--- src/verilog/bertm_pkg.sv ---
// Constants, types and shared pattern function for the BER monitor and test modes
// Notes on behaviour
// - Lock output is high while synchronised to the pattern, low once sync is lost.
// - Elapsed time starts at zero on test start or restart and runs meanwhile.
// - Each drop out of lock on 16 errors in a window adds one to the lock-loss count; disable or restart does not.
// - Count every received bit while locked that differs from the expected pattern; error counting stops once the bit count saturates.
// - Count received bits while locked; ratio is error count divided by that bit count.
// - Inject request inverts exactly one outgoing pattern bit.
// - Restart clears all counts and returns the checker to its initial state.
// - Carrier mode sends an unmodulated carrier; off after reset.
// - Alternate mode feeds 1,0,1,0 per symbol in place of traffic; off after reset.
// - Wide capture sets a four-times span and blocks demodulator lock; off by default.
// - Transmit tone replaces satellite-bound audio in both channels.
// - Receive tone replaces terrestrial-bound audio in both channels.
// - Both tone enables toggle independently and are off after reset.
// - Selectable fixed, alternating and pseudo-random patterns; default 20-stage sequence.
package bertm_pkg;
    localparam int          CLK_PERIOD_NS    = 4;
    localparam int          TICK_MS          = 1;
    localparam int          TICK_CYCLES      = TICK_MS * 1000000 / CLK_PERIOD_NS;
    localparam int          TONE_FREQ_HZ     = 1000;
    localparam int          TONE_HALF_CYCLES = 1000000000 / (CLK_PERIOD_NS * TONE_FREQ_HZ * 2);
    localparam int          HIST_W           = 23;
    localparam logic [5:0]  SYNC_MATCH_LAST  = 6'h1f;
    localparam logic [5:0]  WIN_LAST         = 6'h3f;
    localparam logic [6:0]  LOSS_ERRS        = 7'h10;
    localparam logic [5:0]  DIV_STEPS        = 6'h20;
    localparam logic [15:0] TONE_AMPL        = 16'h4000;
    localparam logic [15:0] TONE_LOW         = 16'hc000;
    localparam logic [HIST_W-1:0] HIST_SEED  = 23'h7fffff;

    typedef enum logic [3:0] {
        PAT_ALT10, PAT_ALL1, PAT_ALL0, PAT_PRBS20, PAT_PRBS15, PAT_PRBS11,
        PAT_PRBS23, PAT_PRBS9, PAT_PRBS7, PAT_PRBS6
    } bertm_pat_type;

    typedef enum {S_IDLE, S_HUNT, S_LOCK} bertm_lock_type;

    // Next bit from the bit history; used by both generator and checker
    function automatic logic bertm_predict(input logic [HIST_W-1:0] h, input bertm_pat_type p);
        case (p)
            PAT_ALT10:  bertm_predict = ~h[0];
            PAT_ALL1:   bertm_predict = 1'b1;
            PAT_ALL0:   bertm_predict = 1'b0;
            PAT_PRBS15: bertm_predict = h[14] ^ h[13];
            PAT_PRBS11: bertm_predict = h[10] ^ h[8];
            PAT_PRBS23: bertm_predict = h[22] ^ h[17];
            PAT_PRBS9:  bertm_predict = h[8] ^ h[4];
            PAT_PRBS7:  bertm_predict = h[6] ^ h[5];
            PAT_PRBS6:  bertm_predict = h[5] ^ h[4];
            default:    bertm_predict = h[19] ^ h[2];
        endcase
    endfunction : bertm_predict
endpackage : bertm_pkg

--- src/verilog/bertm_gen_if.sv ---
// Link between the monitor core and the pattern generator
`timescale 1ns/10ps
`default_nettype none
interface bertm_gen_if;
    import bertm_pkg::*;
    logic          step;
    logic          inject;
    logic          restart;
    bertm_pat_type pat;
    logic          bit_out;
    modport ctl (output step, inject, restart, pat, input bit_out);
    modport gen (input step, inject, restart, pat, output bit_out);
endinterface : bertm_gen_if
`default_nettype wire

--- src/verilog/bertm_pat_gen.sv ---
// Transmit test pattern generator with single-bit error injection
`timescale 1ns/10ps
`default_nettype none
module bertm_pat_gen import bertm_pkg::*; (
    input  wire logic i_ref_clk,
    input  wire logic i_rst,
    bertm_gen_if.gen  g
);
    typedef struct packed {
        logic [HIST_W-1:0] hist;
        logic              pend;
    } bertm_gen_st_type;

    bertm_gen_st_type st;
    bertm_gen_st_type next_st;
    logic             nb;

    // Bit offered now; advances only on step so the caller can register it
    always_comb begin
        next_st = st;
        nb = bertm_predict(st.hist, g.pat);
        g.bit_out = nb ^ (st.pend | g.inject);
        if (g.step) begin
            next_st.hist = {st.hist[HIST_W-2:0], nb};
            next_st.pend = 1'b0;
        end else if (g.inject) begin
            next_st.pend = 1'b1;
        end
        if (g.restart) begin
            next_st.hist = HIST_SEED;
        end
    end

    always_ff @(posedge i_ref_clk or posedge i_rst) begin
        if (i_rst) begin
            // No error may be pending out of reset, or the first stepped bit would flip
            st <= '{hist: HIST_SEED, pend: 1'b0};
        end else begin
            st <= next_st;
        end
    end

    a_inject_one_bit: assert property (@(posedge i_ref_clk) disable iff (i_rst)
        g.step |=> !st.pend)
        else $error("inject flipped more than one bit");
    a_inject_held: assert property (@(posedge i_ref_clk) disable iff (i_rst)
        (g.inject && !g.step) |=> st.pend)
        else $error("inject request was lost");
endmodule : bertm_pat_gen
`default_nettype wire

--- src/verilog/bertm_tone_gen.sv ---
// Square test tone for the audio channels
`timescale 1ns/10ps
`default_nettype none
module bertm_tone_gen import bertm_pkg::*; #(
    parameter int P_HALF_CYCLES = TONE_HALF_CYCLES
) (
    input  wire logic        i_ref_clk,
    input  wire logic        i_rst,
    input  wire logic        i_enable,
    output logic      [15:0] o_sample
);
    typedef struct packed {
        logic [23:0] cnt;
        logic        high;
    } bertm_tone_st_type;

    bertm_tone_st_type st;
    bertm_tone_st_type next_st;

    // Square wave keeps the core tiny; a filter downstream smooths it if needed
    always_comb begin
        next_st = st;
        if (!i_enable) begin
            next_st = '0;
        end else if (st.cnt == 24'(P_HALF_CYCLES - 1)) begin
            next_st.cnt  = '0;
            next_st.high = ~st.high;
        end else begin
            next_st.cnt = st.cnt + 24'h1;
        end
    end

    always_ff @(posedge i_ref_clk or posedge i_rst) begin
        if (i_rst) begin
            st <= '0;
        end else begin
            st <= next_st;
        end
    end

    assign o_sample = st.high ? TONE_AMPL : TONE_LOW;
endmodule : bertm_tone_gen
`default_nettype wire

--- src/verilog/bertm_monitor.sv ---
// BER monitor, pattern checker and transmit test-mode control
`timescale 1ns/10ps
`default_nettype none
module bertm_monitor import bertm_pkg::*; #(
    parameter int P_TICK_CYCLES = TICK_CYCLES,
    parameter int P_TONE_HALF   = TONE_HALF_CYCLES
) (
    input  wire logic        i_ref_clk,
    input  wire logic        i_rst,
    input  wire logic        i_bert_enable,
    input  wire logic        i_restart,
    input  wire logic        i_inject,
    input  wire logic        i_pattern_load,
    input  wire logic [3:0]  i_pattern_sel,
    input  wire logic        i_rx_bit,
    input  wire logic        i_rx_bit_en,
    input  wire logic        i_tx_data,
    input  wire logic        i_tx_data_en,
    input  wire logic        i_sym_en,
    input  wire logic        i_carrier_mode,
    input  wire logic        i_alt_mode,
    input  wire logic        i_wide_mode,
    input  wire logic        i_tx_tone_on,
    input  wire logic        i_tx_tone_off,
    input  wire logic        i_rx_tone_on,
    input  wire logic        i_rx_tone_off,
    input  wire logic [15:0] i_tx_aud_l,
    input  wire logic [15:0] i_tx_aud_r,
    input  wire logic [15:0] i_rx_aud_l,
    input  wire logic [15:0] i_rx_aud_r,
    output logic             o_sync_lock,
    output logic      [31:0] o_elapsed_ms,
    output logic      [15:0] o_loss_count,
    output logic      [31:0] o_error_count,
    output logic      [31:0] o_bit_count,
    output logic      [31:0] o_ber_ratio,
    output logic             o_mod_bit,
    output logic             o_unmodulated_carrier_mode,
    output logic             o_demod_span_x4,
    output logic             o_demod_lock_inhibit,
    output logic             o_tx_tone_active,
    output logic             o_rx_tone_active,
    output logic      [15:0] o_tx_aud_l,
    output logic      [15:0] o_tx_aud_r,
    output logic      [15:0] o_rx_aud_l,
    output logic      [15:0] o_rx_aud_r
);
    typedef struct packed {
        bertm_lock_type    state;
        logic              lock;
        logic [HIST_W-1:0] hist;
        logic [5:0]        match_cnt;
        logic [5:0]        win_cnt;
        logic [6:0]        win_err;
        logic [31:0]       errors;
        logic [31:0]       bits;
        logic [15:0]       loss;
        logic [23:0]       tick_cnt;
        logic [31:0]       time_ms;
        logic [32:0]       div_rem;
        logic [31:0]       div_den;
        logic [31:0]       div_q;
        logic [5:0]        div_cnt;
        logic [31:0]       ratio;
        logic              on_d;
        bertm_pat_type     pat;
        logic              cw;
        logic              wide;
        logic              tx_tone;
        logic              rx_tone;
        logic              mod_bit;
        logic [15:0]       tx_l;
        logic [15:0]       tx_r;
        logic [15:0]       rx_l;
        logic [15:0]       rx_r;
    } bertm_top_st_type;

    bertm_top_st_type st;
    bertm_top_st_type next_st;
    logic             rx_pred;
    logic             rx_err;
    logic             start;
    logic             clear;
    logic             tick;
    logic             bits_sat;
    logic [6:0]       win_err_n;
    logic [32:0]      div_t;
    logic [15:0]      tone_smp;

    bertm_gen_if gen_link ();

    bertm_pat_gen u_gen (
        .i_ref_clk (i_ref_clk),
        .i_rst     (i_rst),
        .g         (gen_link.gen)
    );

    bertm_tone_gen #(.P_HALF_CYCLES(P_TONE_HALF)) u_tone (
        .i_ref_clk (i_ref_clk),
        .i_rst     (i_rst),
        .i_enable  (st.tx_tone | st.rx_tone),
        .o_sample  (tone_smp)
    );

    // Generator steps only when its bit actually reaches the modulator
    assign gen_link.step    = i_tx_data_en & i_bert_enable & ~i_carrier_mode & ~i_alt_mode;
    assign gen_link.inject  = i_inject;
    assign gen_link.restart = i_restart;
    assign gen_link.pat     = st.pat;

    always_comb begin
        next_st   = st;
        rx_pred   = bertm_predict(st.hist, st.pat);
        rx_err    = i_rx_bit ^ rx_pred;
        start     = i_bert_enable & ~st.on_d;
        clear     = start | i_restart;
        tick      = st.tick_cnt == 24'(P_TICK_CYCLES - 1);
        bits_sat  = &st.bits;
        win_err_n = st.win_err + {6'h0, rx_err};
        div_t     = {st.div_rem[31:0], 1'b0};
        next_st.on_d = i_bert_enable;

        if (i_pattern_load) begin
            next_st.pat = bertm_pat_type'(i_pattern_sel);
        end
        next_st.cw   = i_carrier_mode;
        next_st.wide = i_wide_mode;
        if (i_tx_tone_on) begin
            next_st.tx_tone = 1'b1;
        end else if (i_tx_tone_off) begin
            next_st.tx_tone = 1'b0;
        end
        if (i_rx_tone_on) begin
            next_st.rx_tone = 1'b1;
        end else if (i_rx_tone_off) begin
            next_st.rx_tone = 1'b0;
        end

        // Elapsed time holds its last value once the test is switched off
        if (!i_bert_enable) begin
            next_st.tick_cnt = '0;
        end else if (tick) begin
            next_st.tick_cnt = '0;
            next_st.time_ms  = st.time_ms + 32'h1;
        end else begin
            next_st.tick_cnt = st.tick_cnt + 24'h1;
        end

        case (st.state)
            S_IDLE: begin
                next_st.match_cnt = '0;
                if (i_bert_enable) begin
                    next_st.state = S_HUNT;
                end
            end
            S_HUNT: begin
                if (i_rx_bit_en) begin
                    next_st.hist = {st.hist[HIST_W-2:0], i_rx_bit};
                    if (rx_err) begin
                        next_st.match_cnt = '0;
                    end else if (st.match_cnt == SYNC_MATCH_LAST) begin
                        next_st.state   = S_LOCK;
                        next_st.win_cnt = '0;
                        next_st.win_err = '0;
                    end else begin
                        next_st.match_cnt = st.match_cnt + 6'h1;
                    end
                end
            end
            S_LOCK: begin
                if (i_rx_bit_en) begin
                    // Flywheel on the prediction so one bad bit costs one error, not three
                    next_st.hist = {st.hist[HIST_W-2:0], rx_pred};
                    if (!bits_sat) begin
                        next_st.bits   = st.bits + 32'h1;
                        next_st.errors = st.errors + {31'h0, rx_err};
                    end
                    if (win_err_n == LOSS_ERRS) begin
                        next_st.state     = S_HUNT;
                        next_st.loss      = st.loss + 16'h1;
                        next_st.match_cnt = '0;
                    end else if (st.win_cnt == WIN_LAST) begin
                        next_st.win_cnt = '0;
                        next_st.win_err = '0;
                    end else begin
                        next_st.win_cnt = st.win_cnt + 6'h1;
                        next_st.win_err = win_err_n;
                    end
                end
            end
            default: begin
                next_st.state = S_IDLE;
            end
        endcase
        if (!i_bert_enable) begin
            next_st.state = S_IDLE;
        end

        // Ratio is a 32-bit binary fraction refreshed every 33 cycles
        if (st.div_cnt == 6'h0) begin
            if (st.bits == 32'h0) begin
                next_st.ratio = '0;
            end else begin
                next_st.div_rem = {1'b0, st.errors};
                next_st.div_den = st.bits;
                next_st.div_q   = '0;
                next_st.div_cnt = DIV_STEPS;
            end
        end else begin
            if (div_t >= {1'b0, st.div_den}) begin
                next_st.div_rem = div_t - {1'b0, st.div_den};
                next_st.div_q   = {st.div_q[30:0], 1'b1};
            end else begin
                next_st.div_rem = div_t;
                next_st.div_q   = {st.div_q[30:0], 1'b0};
            end
            next_st.div_cnt = st.div_cnt - 6'h1;
            if (st.div_cnt == 6'h1) begin
                next_st.ratio = next_st.div_q;
            end
        end

        if (clear) begin
            next_st.state     = S_IDLE;
            next_st.match_cnt = '0;
            next_st.errors    = '0;
            next_st.bits      = '0;
            next_st.loss      = '0;
            next_st.time_ms   = '0;
            next_st.tick_cnt  = '0;
            next_st.div_cnt   = '0;
            next_st.ratio     = '0;
        end
        next_st.lock = next_st.state == S_LOCK;

        // Carrier beats alternate, which beats test pattern and traffic
        if (i_carrier_mode) begin
            next_st.mod_bit = 1'b0;
        end else if (i_alt_mode) begin
            if (i_sym_en) begin
                next_st.mod_bit = ~st.mod_bit;
            end
        end else if (i_tx_data_en) begin
            next_st.mod_bit = i_bert_enable ? gen_link.bit_out : i_tx_data;
        end

        next_st.tx_l = st.tx_tone ? tone_smp : i_tx_aud_l;
        next_st.tx_r = st.tx_tone ? tone_smp : i_tx_aud_r;
        next_st.rx_l = st.rx_tone ? tone_smp : i_rx_aud_l;
        next_st.rx_r = st.rx_tone ? tone_smp : i_rx_aud_r;
    end

    always_ff @(posedge i_ref_clk or posedge i_rst) begin
        if (i_rst) begin
            st     <= '0;
            st.pat <= PAT_PRBS20;
        end else begin
            st <= next_st;
        end
    end

    assign o_sync_lock                = st.lock;
    assign o_elapsed_ms               = st.time_ms;
    assign o_loss_count               = st.loss;
    assign o_error_count              = st.errors;
    assign o_bit_count                = st.bits;
    assign o_ber_ratio                = st.ratio;
    assign o_mod_bit                  = st.mod_bit;
    assign o_unmodulated_carrier_mode = st.cw;
    assign o_demod_span_x4            = st.wide;
    assign o_demod_lock_inhibit       = st.wide;
    assign o_tx_tone_active           = st.tx_tone;
    assign o_rx_tone_active           = st.rx_tone;
    assign o_tx_aud_l                 = st.tx_l;
    assign o_tx_aud_r                 = st.tx_r;
    assign o_rx_aud_l                 = st.rx_l;
    assign o_rx_aud_r                 = st.rx_r;

    a_lock_from_hunt: assert property (@(posedge i_ref_clk) disable iff (i_rst)
        $rose(o_sync_lock) |-> $past(st.state) == S_HUNT && $past(st.match_cnt) == SYNC_MATCH_LAST)
        else $error("lock rose without a full run of matches");
    a_time_advance: assert property (@(posedge i_ref_clk) disable iff (i_rst)
        (tick && i_bert_enable && !clear) |=> o_elapsed_ms == $past(o_elapsed_ms) + 32'h1)
        else $error("elapsed time missed a tick");
    a_loss_count_step: assert property (@(posedge i_ref_clk) disable iff (i_rst)
        (o_sync_lock && !next_st.lock && i_bert_enable && !clear)
        |=> o_loss_count == $past(o_loss_count) + 16'h1)
        else $error("lock loss not counted");
    a_error_count_step: assert property (@(posedge i_ref_clk) disable iff (i_rst)
        (st.state == S_LOCK && i_rx_bit_en && rx_err && !bits_sat && !clear)
        |=> o_error_count == $past(o_error_count) + 32'h1 && o_bit_count == $past(o_bit_count) + 32'h1)
        else $error("bit error not counted");
    a_ratio_zero_bits: assert property (@(posedge i_ref_clk) disable iff (i_rst)
        o_bit_count == 32'h0 |-> o_ber_ratio == 32'h0)
        else $error("ratio nonzero with no bits counted");
    a_restart_clears: assert property (@(posedge i_ref_clk) disable iff (i_rst)
        i_restart |=> o_error_count == 32'h0 && o_loss_count == 16'h0 && o_elapsed_ms == 32'h0
        && !o_sync_lock && o_bit_count == 32'h0)
        else $error("restart left counts standing");
    a_carrier_mode: assert property (@(posedge i_ref_clk) disable iff (i_rst)
        i_carrier_mode |=> o_unmodulated_carrier_mode && !o_mod_bit)
        else $error("carrier mode still modulating");
    a_alt_toggle: assert property (@(posedge i_ref_clk) disable iff (i_rst)
        (i_alt_mode && !i_carrier_mode && i_sym_en) |=> o_mod_bit != $past(o_mod_bit))
        else $error("alternate pattern did not toggle on symbol");
    a_wide_mode: assert property (@(posedge i_ref_clk) disable iff (i_rst)
        i_wide_mode |=> o_demod_span_x4 && o_demod_lock_inhibit)
        else $error("wide capture not applied");
    a_tx_tone_out: assert property (@(posedge i_ref_clk) disable iff (i_rst)
        st.tx_tone |=> o_tx_aud_l == $past(tone_smp) && o_tx_aud_r == $past(tone_smp))
        else $error("transmit tone not on both channels");
    a_rx_tone_out: assert property (@(posedge i_ref_clk) disable iff (i_rst)
        st.rx_tone |=> o_rx_aud_l == $past(tone_smp) && o_rx_aud_r == $past(tone_smp))
        else $error("receive tone not on both channels");
    a_tone_toggle: assert property (@(posedge i_ref_clk) disable iff (i_rst)
        (i_tx_tone_off && !i_tx_tone_on && !i_rx_tone_on && !i_rx_tone_off)
        |=> !o_tx_tone_active && o_rx_tone_active == $past(o_rx_tone_active))
        else $error("tone enables not independent");
endmodule : bertm_monitor
`default_nettype wire

--- config.mk ---
export PLATFORM = sky130hd
export DESIGN_NAME = bertm_monitor
export DESIGN_NICKNAME = d
export VERILOG_FILES = /design/src/verilog/bertm_pkg.sv /design/src/verilog/bertm_gen_if.sv /design/src/verilog/bertm_pat_gen.sv /design/src/verilog/bertm_tone_gen.sv /design/src/verilog/bertm_monitor.sv
export SDC_FILE = /design/constraint.sdc
export NUM_CORES = 1
export LEC_CHECK = 0
export ABC_CLOCK_PERIOD_IN_PS = 40100
export CAP_MARGIN = 15
export CELL_PAD_IN_SITES_DETAIL_PLACEMENT = 0
export CELL_PAD_IN_SITES_GLOBAL_PLACEMENT = 1
export CORE_ASPECT_RATIO = 0.75
export CORE_UTILIZATION = 40
export DETAILED_ROUTE_END_ITERATION = 8
export DONT_BUFFER_PORTS = 1
export GPL_ROUTABILITY_DRIVEN = 0
export PLACE_DENSITY = 0.79
export SETUP_SLACK_MARGIN = 0.05
export SYNTH_ARGS = -nofsm -noshare
export SYNTH_HDL_FRONTEND = slang
export SYNTH_SLANG_ARGS = --single-unit
--- constraint.sdc ---
create_clock -name i_ref_clk -period 40.1 [get_ports i_ref_clk]
set_input_delay 6.015 -clock i_ref_clk [delete_from_list [all_inputs] [get_ports i_ref_clk]]
set_output_delay 6.015 -clock i_ref_clk [all_outputs]
set_load 0.05 [all_outputs]
==> results of run 1 <==
## flip-flops by register name, indices dropped and copies added (netlist names), 4 cells and up
| signal | cells |
|---|---|
| st | 168 |
| div_t | 32 |
| o_ber_ratio | 32 |
| o_bit_count | 32 |
| o_elapsed_ms | 32 |
| o_error_count | 32 |
| u_tone.st | 25 |
| u_gen.st | 24 |
| o_loss_count | 16 |
| o_rx_aud_l | 16 |
| o_rx_aud_r | 16 |
| o_tx_aud_l | 16 |
| o_tx_aud_r | 16 |
| gen_link.pat | 4 |
## per-stage QoR
step | power (mW) | setup WS [ns] | utilization, % | std cells | instance area [um2]
floorplan | 0.898 | 21.10 | - | 2479 | 23800
global placement | 0.958 | 31.05 | 39.6 | 2967 | 22900
detailed placement | 0.966 | 31.01 | 39.6 | 2967 | 22900
CTS | 1.46 | 31.62 | 42.5 | 3058 | 24600
global route | 1.53 | 31.26 | 42.6 | 3060 | 24600
finish | 1.45 | 31.58 | 42.6 | 3060 | 24600
## worst reg2reg max path, cell delays in order, from the launching register on
cell and delay, ns:
dfstp_2 0.66, mux2i_1 0.25, xnor2_1 0.09, a311oi_1 0.29, o22ai_1 0.21, xnor2_1 0.32
inv_1 0.17, ha_1 0.21, ha_1 0.24, nand3_1 0.17, xnor2_1 0.08, o2bb2ai_1 0.24
nand4_1 0.41, or2_2 0.47, nor2_1 0.33, nand3_1 0.14, xor2_1 0.17, nor2_1 0.05
## where the power goes
part           switching, mW  internal [mW]  leakage [nW]  total (mW)
clock network          0.199          0.284         0.825       0.483
logic                  0.237          0.138          4.17       0.375
registers             0.0709          0.517          6.17       0.588
total                  0.507          0.939          11.2        1.45
## layer usage
layer | global-route usage [%] | up-vias | wire length [um]
met5 | 0 | - | 0
met4 | 4.94 | 0 | 1140
met3 | 5.43 | 72 | 4070
met2 | 27.1 | 328 | 24200
met1 | 24.0 | 7877 | 24300
li1 | - | 7619 | -
## cell usage in the layout (no fill, tap or decap), drive strengths merged, types with 41 or more instances in the layout
master / count
ha: 47
dfrtp: 442
nand3: 146
nand2: 306
a21oi: 76
clkbuf: 68
nor2: 248
o21ai: 75
xor2: 110
nand4: 41
nor2b: 69
inv: 82
mux2: 51
xnor2: 66
## kinds of logic after synthesis
logic type	synth area share [%]
AND/OR/NAND/NOR	20.4
flip-flops	49.5
buffers and inverters	9.61
AO/OA/AOI/OAI	7.28
XOR/XNOR	6.52
multiplexers	4.08
adder cells (fa/ha/maj)	2.57
other	0.0159
## worst paths after layout
check,slack [ns],depth (start not counted),to,from
max,31.58,13,o_loss_count[6],i_rx_bit
min,0.46,1,u_tone.st[1],u_tone.st[1]
max reg2reg,35.46,17,o_loss_count[6],gen_link.pat[0]
min reg2reg,0.46,1,u_tone.st[1],u_tone.st[1]
max in group asynchronous,32.46,3,o_elapsed_ms[10],i_rst
min in group asynchronous,5.35,1,o_tx_aud_l[4],i_rst
## cell usage after synthesis, types with 7 or more instances
library cell / instances
o31ai_1: 11
nand3b_1: 24
a21o_1: 15
nand2_1: 305
and4_1: 15
nor4_1: 26
ha_1: 47
and3_1: 36
o21ai_0: 74
nor2b_1: 69
nand4_1: 40
nor3_1: 28
inv_1: 77
dfstp_2: 25
nor2_1: 248
or3_1: 19
buf_2: 13
xnor2_1: 66
a31oi_1: 14
or2_2: 14
o22ai_1: 8
and2_1: 13
xor2_1: 110
nand2b_1: 9
a211oi_1: 19
clkbuf_1: 74
buf_4: 209
dfrtp_1: 442
mux2i_1: 39
mux2_2: 51
a21oi_1: 76
o21a_1: 7
nand3_1: 146
## area by class of cell
cell class	count	share of cell area, %
clock buffer	68	5.67
clock inverter	23	1.26
inverter	77	1.20
multi-input combinational	1629	39.8
sequential	467	47.5
tap	780	3.96
timing repair buffer	16	0.599
==> impl_metrics.toml, run 1 <==
[placed_design]
portBuffers = 0
dp_hpwl_mm = 37.7

[sta]
max_slew_margin_pct = 29.7
holdWs_ns = 0.462
period_share_pct = 21.3
rsz0062_at_grt = "false"
skew_ns = 0.0171
hold_viol_final = 0
min_period_ns = 8.52
setup_viol = 0
tightest_slew_ns = 1.04
setup_tns_ns = 0
slew_viol_final = 0
fmax_mhz = 117

[clock_network]
hold_buffers = 0
htreeDepth = 2
clock-sinks = 467
clk_latency_ns = 0.59
cts_setup_buffers = 0
cts_tree = "yes"
cts_root_buffer = "clkbuf_16"
cts_resized = 0
clkTransAtPathRegs_ns = 0.06
cts_buffers = 49
clock_path_buffers = 3

[route]
vias = 15896
via_per_inst = 5.19
first_pass_iters = 6
drtIter0Drc = 1204
post_drt_wl_per_cell_um = 17.6
ant_nets = 0
routed_wl_mm = 53.7
drc_errors = 0

[layout]
multiInputGateArea_um2 = 9800
diodes = 0
drive_above_1_share_pct = 9.08
n_fill_cell = 5489
seq_area_um2 = 11700
syn_to_final_growth_pct = 4.18
final_nets = 2374

[synthesis]
ys_warn_count = 0
netlist_instances = 2450
yosysTopAreaCellShare_pct = 46.8
synthDistinctLibCells = 74
async_flop_share_pct = 100
syn_area_per_cell_um2 = 9.66
syn_area_um2 = 23700
synth_ff_type = "dfrtp_1"
ys_seq_elements = 467
synth_edf_count = 0
synth_seq_area_share_pct = 49.5
yosys-top-cells-area = "dfrtp_1 (47%), buf_4 (6.6%), nand2_1 (4.8%)"
synth.largest_area_cell = "dfrtp_1"

[worst_setup_path]
critPathCaptureType = "flip-flop"
cp_cell_sequence = "xnor2_1 > inv_1 > ha_1 > ha_1 > nand3_1 > xnor2_1 > o2bb2ai_1 > nand4_1 > or2_2 > nor2_1 > nand3_1 > xor2_1 > nor2_1"
slowest_stage = "or2_2"
path_class = "in -> reg"
crit_arrival_ns = 8.98
cp.required_ns = 40.55
cpLargestDelayFamily = "simple AND/OR/NAND/NOR gates"
crit_fanout = 6
cp-start-kind = "input pin"
cp.buffers_inverters = 1
max_stage_delay_ns = 0.47

[global_routing]
first_global_vias = 15617
antenna_found_initial = 0
grt_pass1_wl_mm = 85.0
grt_max_degree = 180
grt_overflow = 0
grt_util_all_layers_pct = 17.7

[power_and_ir_drop]
leakagePower_nw = 11.2
vdd_drop_max_v = 0.0000367
p_per_area_nw_per_um2 = 58.7

[outcome]
status = "finished, final reports clean"

[floorplanning]
core_um2 = 57900
dieHeight_um = 213
std_cell_rows = 76
start_util_pct = 40.8
fp.dieArea_um2 = 60100
die_w_um = 283
ios = 301

[job]
cap_violations = 0

[hold_path]
holdCritPathClass = "reg -> reg"
Note: power is estimated with default switching activity, not from simulation.
==> inputs of run 2 (changes only) <==
Settings changed: ABC_CLOCK_PERIOD_IN_PS 40100 to 6830, PLACE_DENSITY 0.79 to 0.81.
Clock period 40.1 ns to 6.83 ns, I/O delays scaled along.
==> run 2 against run 1 <==
Critical path type is now reg -> reg. Cell count hardly changed. Largest cell class unchanged. Total power rose to 5.8 times the previous value. Clock skew up 0.0042 ns.
==> impl_metrics.toml, run 2 (same netlist as run 1, synthesis figures left out) <==
[floorplanning]
dieHeight_um = 213
ios = 301
fp.dieArea_um2 = 60100
start_util_pct = 40.8
std_cell_rows = 76
core_um2 = 57900
die_w_um = 283

[global_routing]
grt_pass1_wl_mm = 85.7
grt_util_all_layers_pct = 17.8
antenna_found_initial = 0
first_global_vias = 15678
grt_overflow = 0
grt_max_degree = 161

[worst_setup_path]
cp.required_ns = 7.28
max_stage_delay_ns = 0.65
cp_common_cell = "xnor2_1"
r2r-end = "o_loss_count[6]"
crit_fanout = 11
r2r_slack_ns = 2.29
crit_cells = 17
cp.buffers_inverters = 1
cp-start-kind = "flip-flop"
critPathCaptureType = "flip-flop"
path_class = "reg -> reg"
ff2ff_path_depth = 17
cp_cell_sequence = "mux2i_1 > xnor2_1 > a311oi_1 > o22ai_1 > xnor2_1 > inv_1 > ha_1 > ha_1 > nand3_1 > xnor2_1 > o2bb2ai_1 > nand4_1 > or2_2 > nor2_1 > nand3_1 > xor2_1 > nor2_1"
slowest_stage = "dfstp_2"
crit_arrival_ns = 4.98
cpLargestDelayFamily = "simple AND/OR/NAND/NOR gates"
r2r-start = "gen_link.pat[0]"

[clock_network]
cts_resized = 0
htreeDepth = 2
cts_tree = "yes"
hold_buffers = 0
clock-sinks = 467
cts_buffers = 49
clkTransAtPathRegs_ns = 0.06
cts_setup_buffers = 0
clock_path_buffers = 3
cts_root_buffer = "clkbuf_16"
clk_latency_ns = 0.60

[sta]
max_slew_margin_pct = 29.8
min_period_ns = 4.54
tightest_slew_ns = 1.05
setup_tns_ns = 0
fmax_mhz = 220
skew_ns = 0.0213
period_share_pct = 66.4
slew_viol_final = 0
setup_viol = 0
rsz0062_at_grt = "false"
hold_viol_final = 0

[route]
via_per_inst = 5.18
routed_wl_mm = 53.6
vias = 15868
post_drt_wl_per_cell_um = 17.5
drc_errors = 0
ant_nets = 0
drtIter0Drc = 1046
first_pass_iters = 5

[layout]
largest_register_ffs = 168
fin_util_pct = 42.6
drive_above_1_share_pct = 9.24
final_nets = 2377
regMostFlops = "st"
syn_to_final_growth_pct = 4.19
n_fill_cell = 5548
diodes = 0
final_common_cell = "dfrtp_1"
final_cell_mix = "dfrtp_1 (442), nand2_1 (304), nor2_1 (246), nand3_1 (146), xor2_1 (110)"

[placed_design]
dp_hpwl_mm = 37.3
portBuffers = 0

[power_and_ir_drop]
p_per_area_nw_per_um2 = 343
pwr-share-comb_pct = 26.3
leakagePower_nw = 11.2
p_seq_share_pct = 40.7
p_clk_share_pct = 32.9
vdd_drop_max_v = 0.000198
swShare_pct = 35.5
p_sw_mw = 3.01
p_int_mw = 5.45

[hold_path]
min_path_cells = 0
worstHoldStart = "i_carrier_mode"
holdCritPathClass = "in -> reg"
hold_end = "o_unmodulated_carrier_mode"

[job]
cap_violations = 0

[outcome]
status = "finished, final reports clean"
==> run 2: area by class of cell <==
| type | count | area (um2) | share of cell area [%] |
|---|---|---|---|
| multi-input combinational | 1629 | 9800 | 39.8 |
| inverter | 77 | 293 | 1.19 |
| timing repair buffer | 19 | 183 | 0.741 |
| clock buffer | 69 | 1410 | 5.73 |
| clock inverter | 22 | 268 | 1.09 |
| sequential | 467 | 11700 | 47.5 |
| tap | 780 | 976 | 3.96 |
==> run 2: power groups by stage <==
stage	logic [mW]	registers, mW	clock network, mW
after global placement	2.14	3.49	0
final	2.23	3.45	2.79
after global routing	2.51	3.48	2.98
after floorplan	2.04	3.23	0
after CTS	2.21	3.45	2.87
after detailed placement	2.20	3.50	0
==> run 2: worst max-delay path by stage <==
stage          slack (ns)         endpoint       startpoint
6_report             2.29  o_loss_count[6]  gen_link.pat[0]
5_1_grt              1.77  o_loss_count[6]  gen_link.pat[0]
4_1_cts              2.23  o_loss_count[6]  gen_link.pat[0]
3_5_place_dp         2.27  o_loss_count[6]  gen_link.pat[0]
3_3_place_gp         2.38  o_loss_count[6]  gen_link.pat[0]
2_1_floorplan       -0.50        div_t[10]            i_rst
==> run 2: routing by layer <==
layer  part of all wire (%)  GRT usage (%)  vias up
met1                     46           23.9     7842
met4                    2.6           5.89        0
met2                     45           27.3      327
li1                       -              -     7615
met5                      0              0        -
met3                    7.1           5.31       84
==> run 2: metrics by stage <==
step	hold WS (ns)	instance area [um2]	setup WS, ns	cells	total power [mW]
floorplan	0.433	23800	-0.497	2479	5.27
global placement	0.443	22900	2.38	2970	5.63
detailed placement	0.453	22900	2.27	2970	5.69
CTS	0.406	24600	2.23	3061	8.53
global route	0.416	24600	1.77	3063	8.96
finish	0.450	24600	2.29	3063	8.46
==> run 2: worst reg2reg max path, cell delays in order (launching register included) <==
cell,delay (ns)
dfstp_2,0.65
mux2i_1,0.24
xnor2_1,0.08
a311oi_1,0.27
o22ai_1,0.16
xnor2_1,0.31
inv_1,0.19
ha_1,0.22
ha_1,0.24
nand3_1,0.17
xnor2_1,0.09
o2bb2ai_1,0.26
nand4_1,0.39
or2_2,0.45
nor2_1,0.30
nand3_1,0.15
xor2_1,0.17
nor2_1,0.06
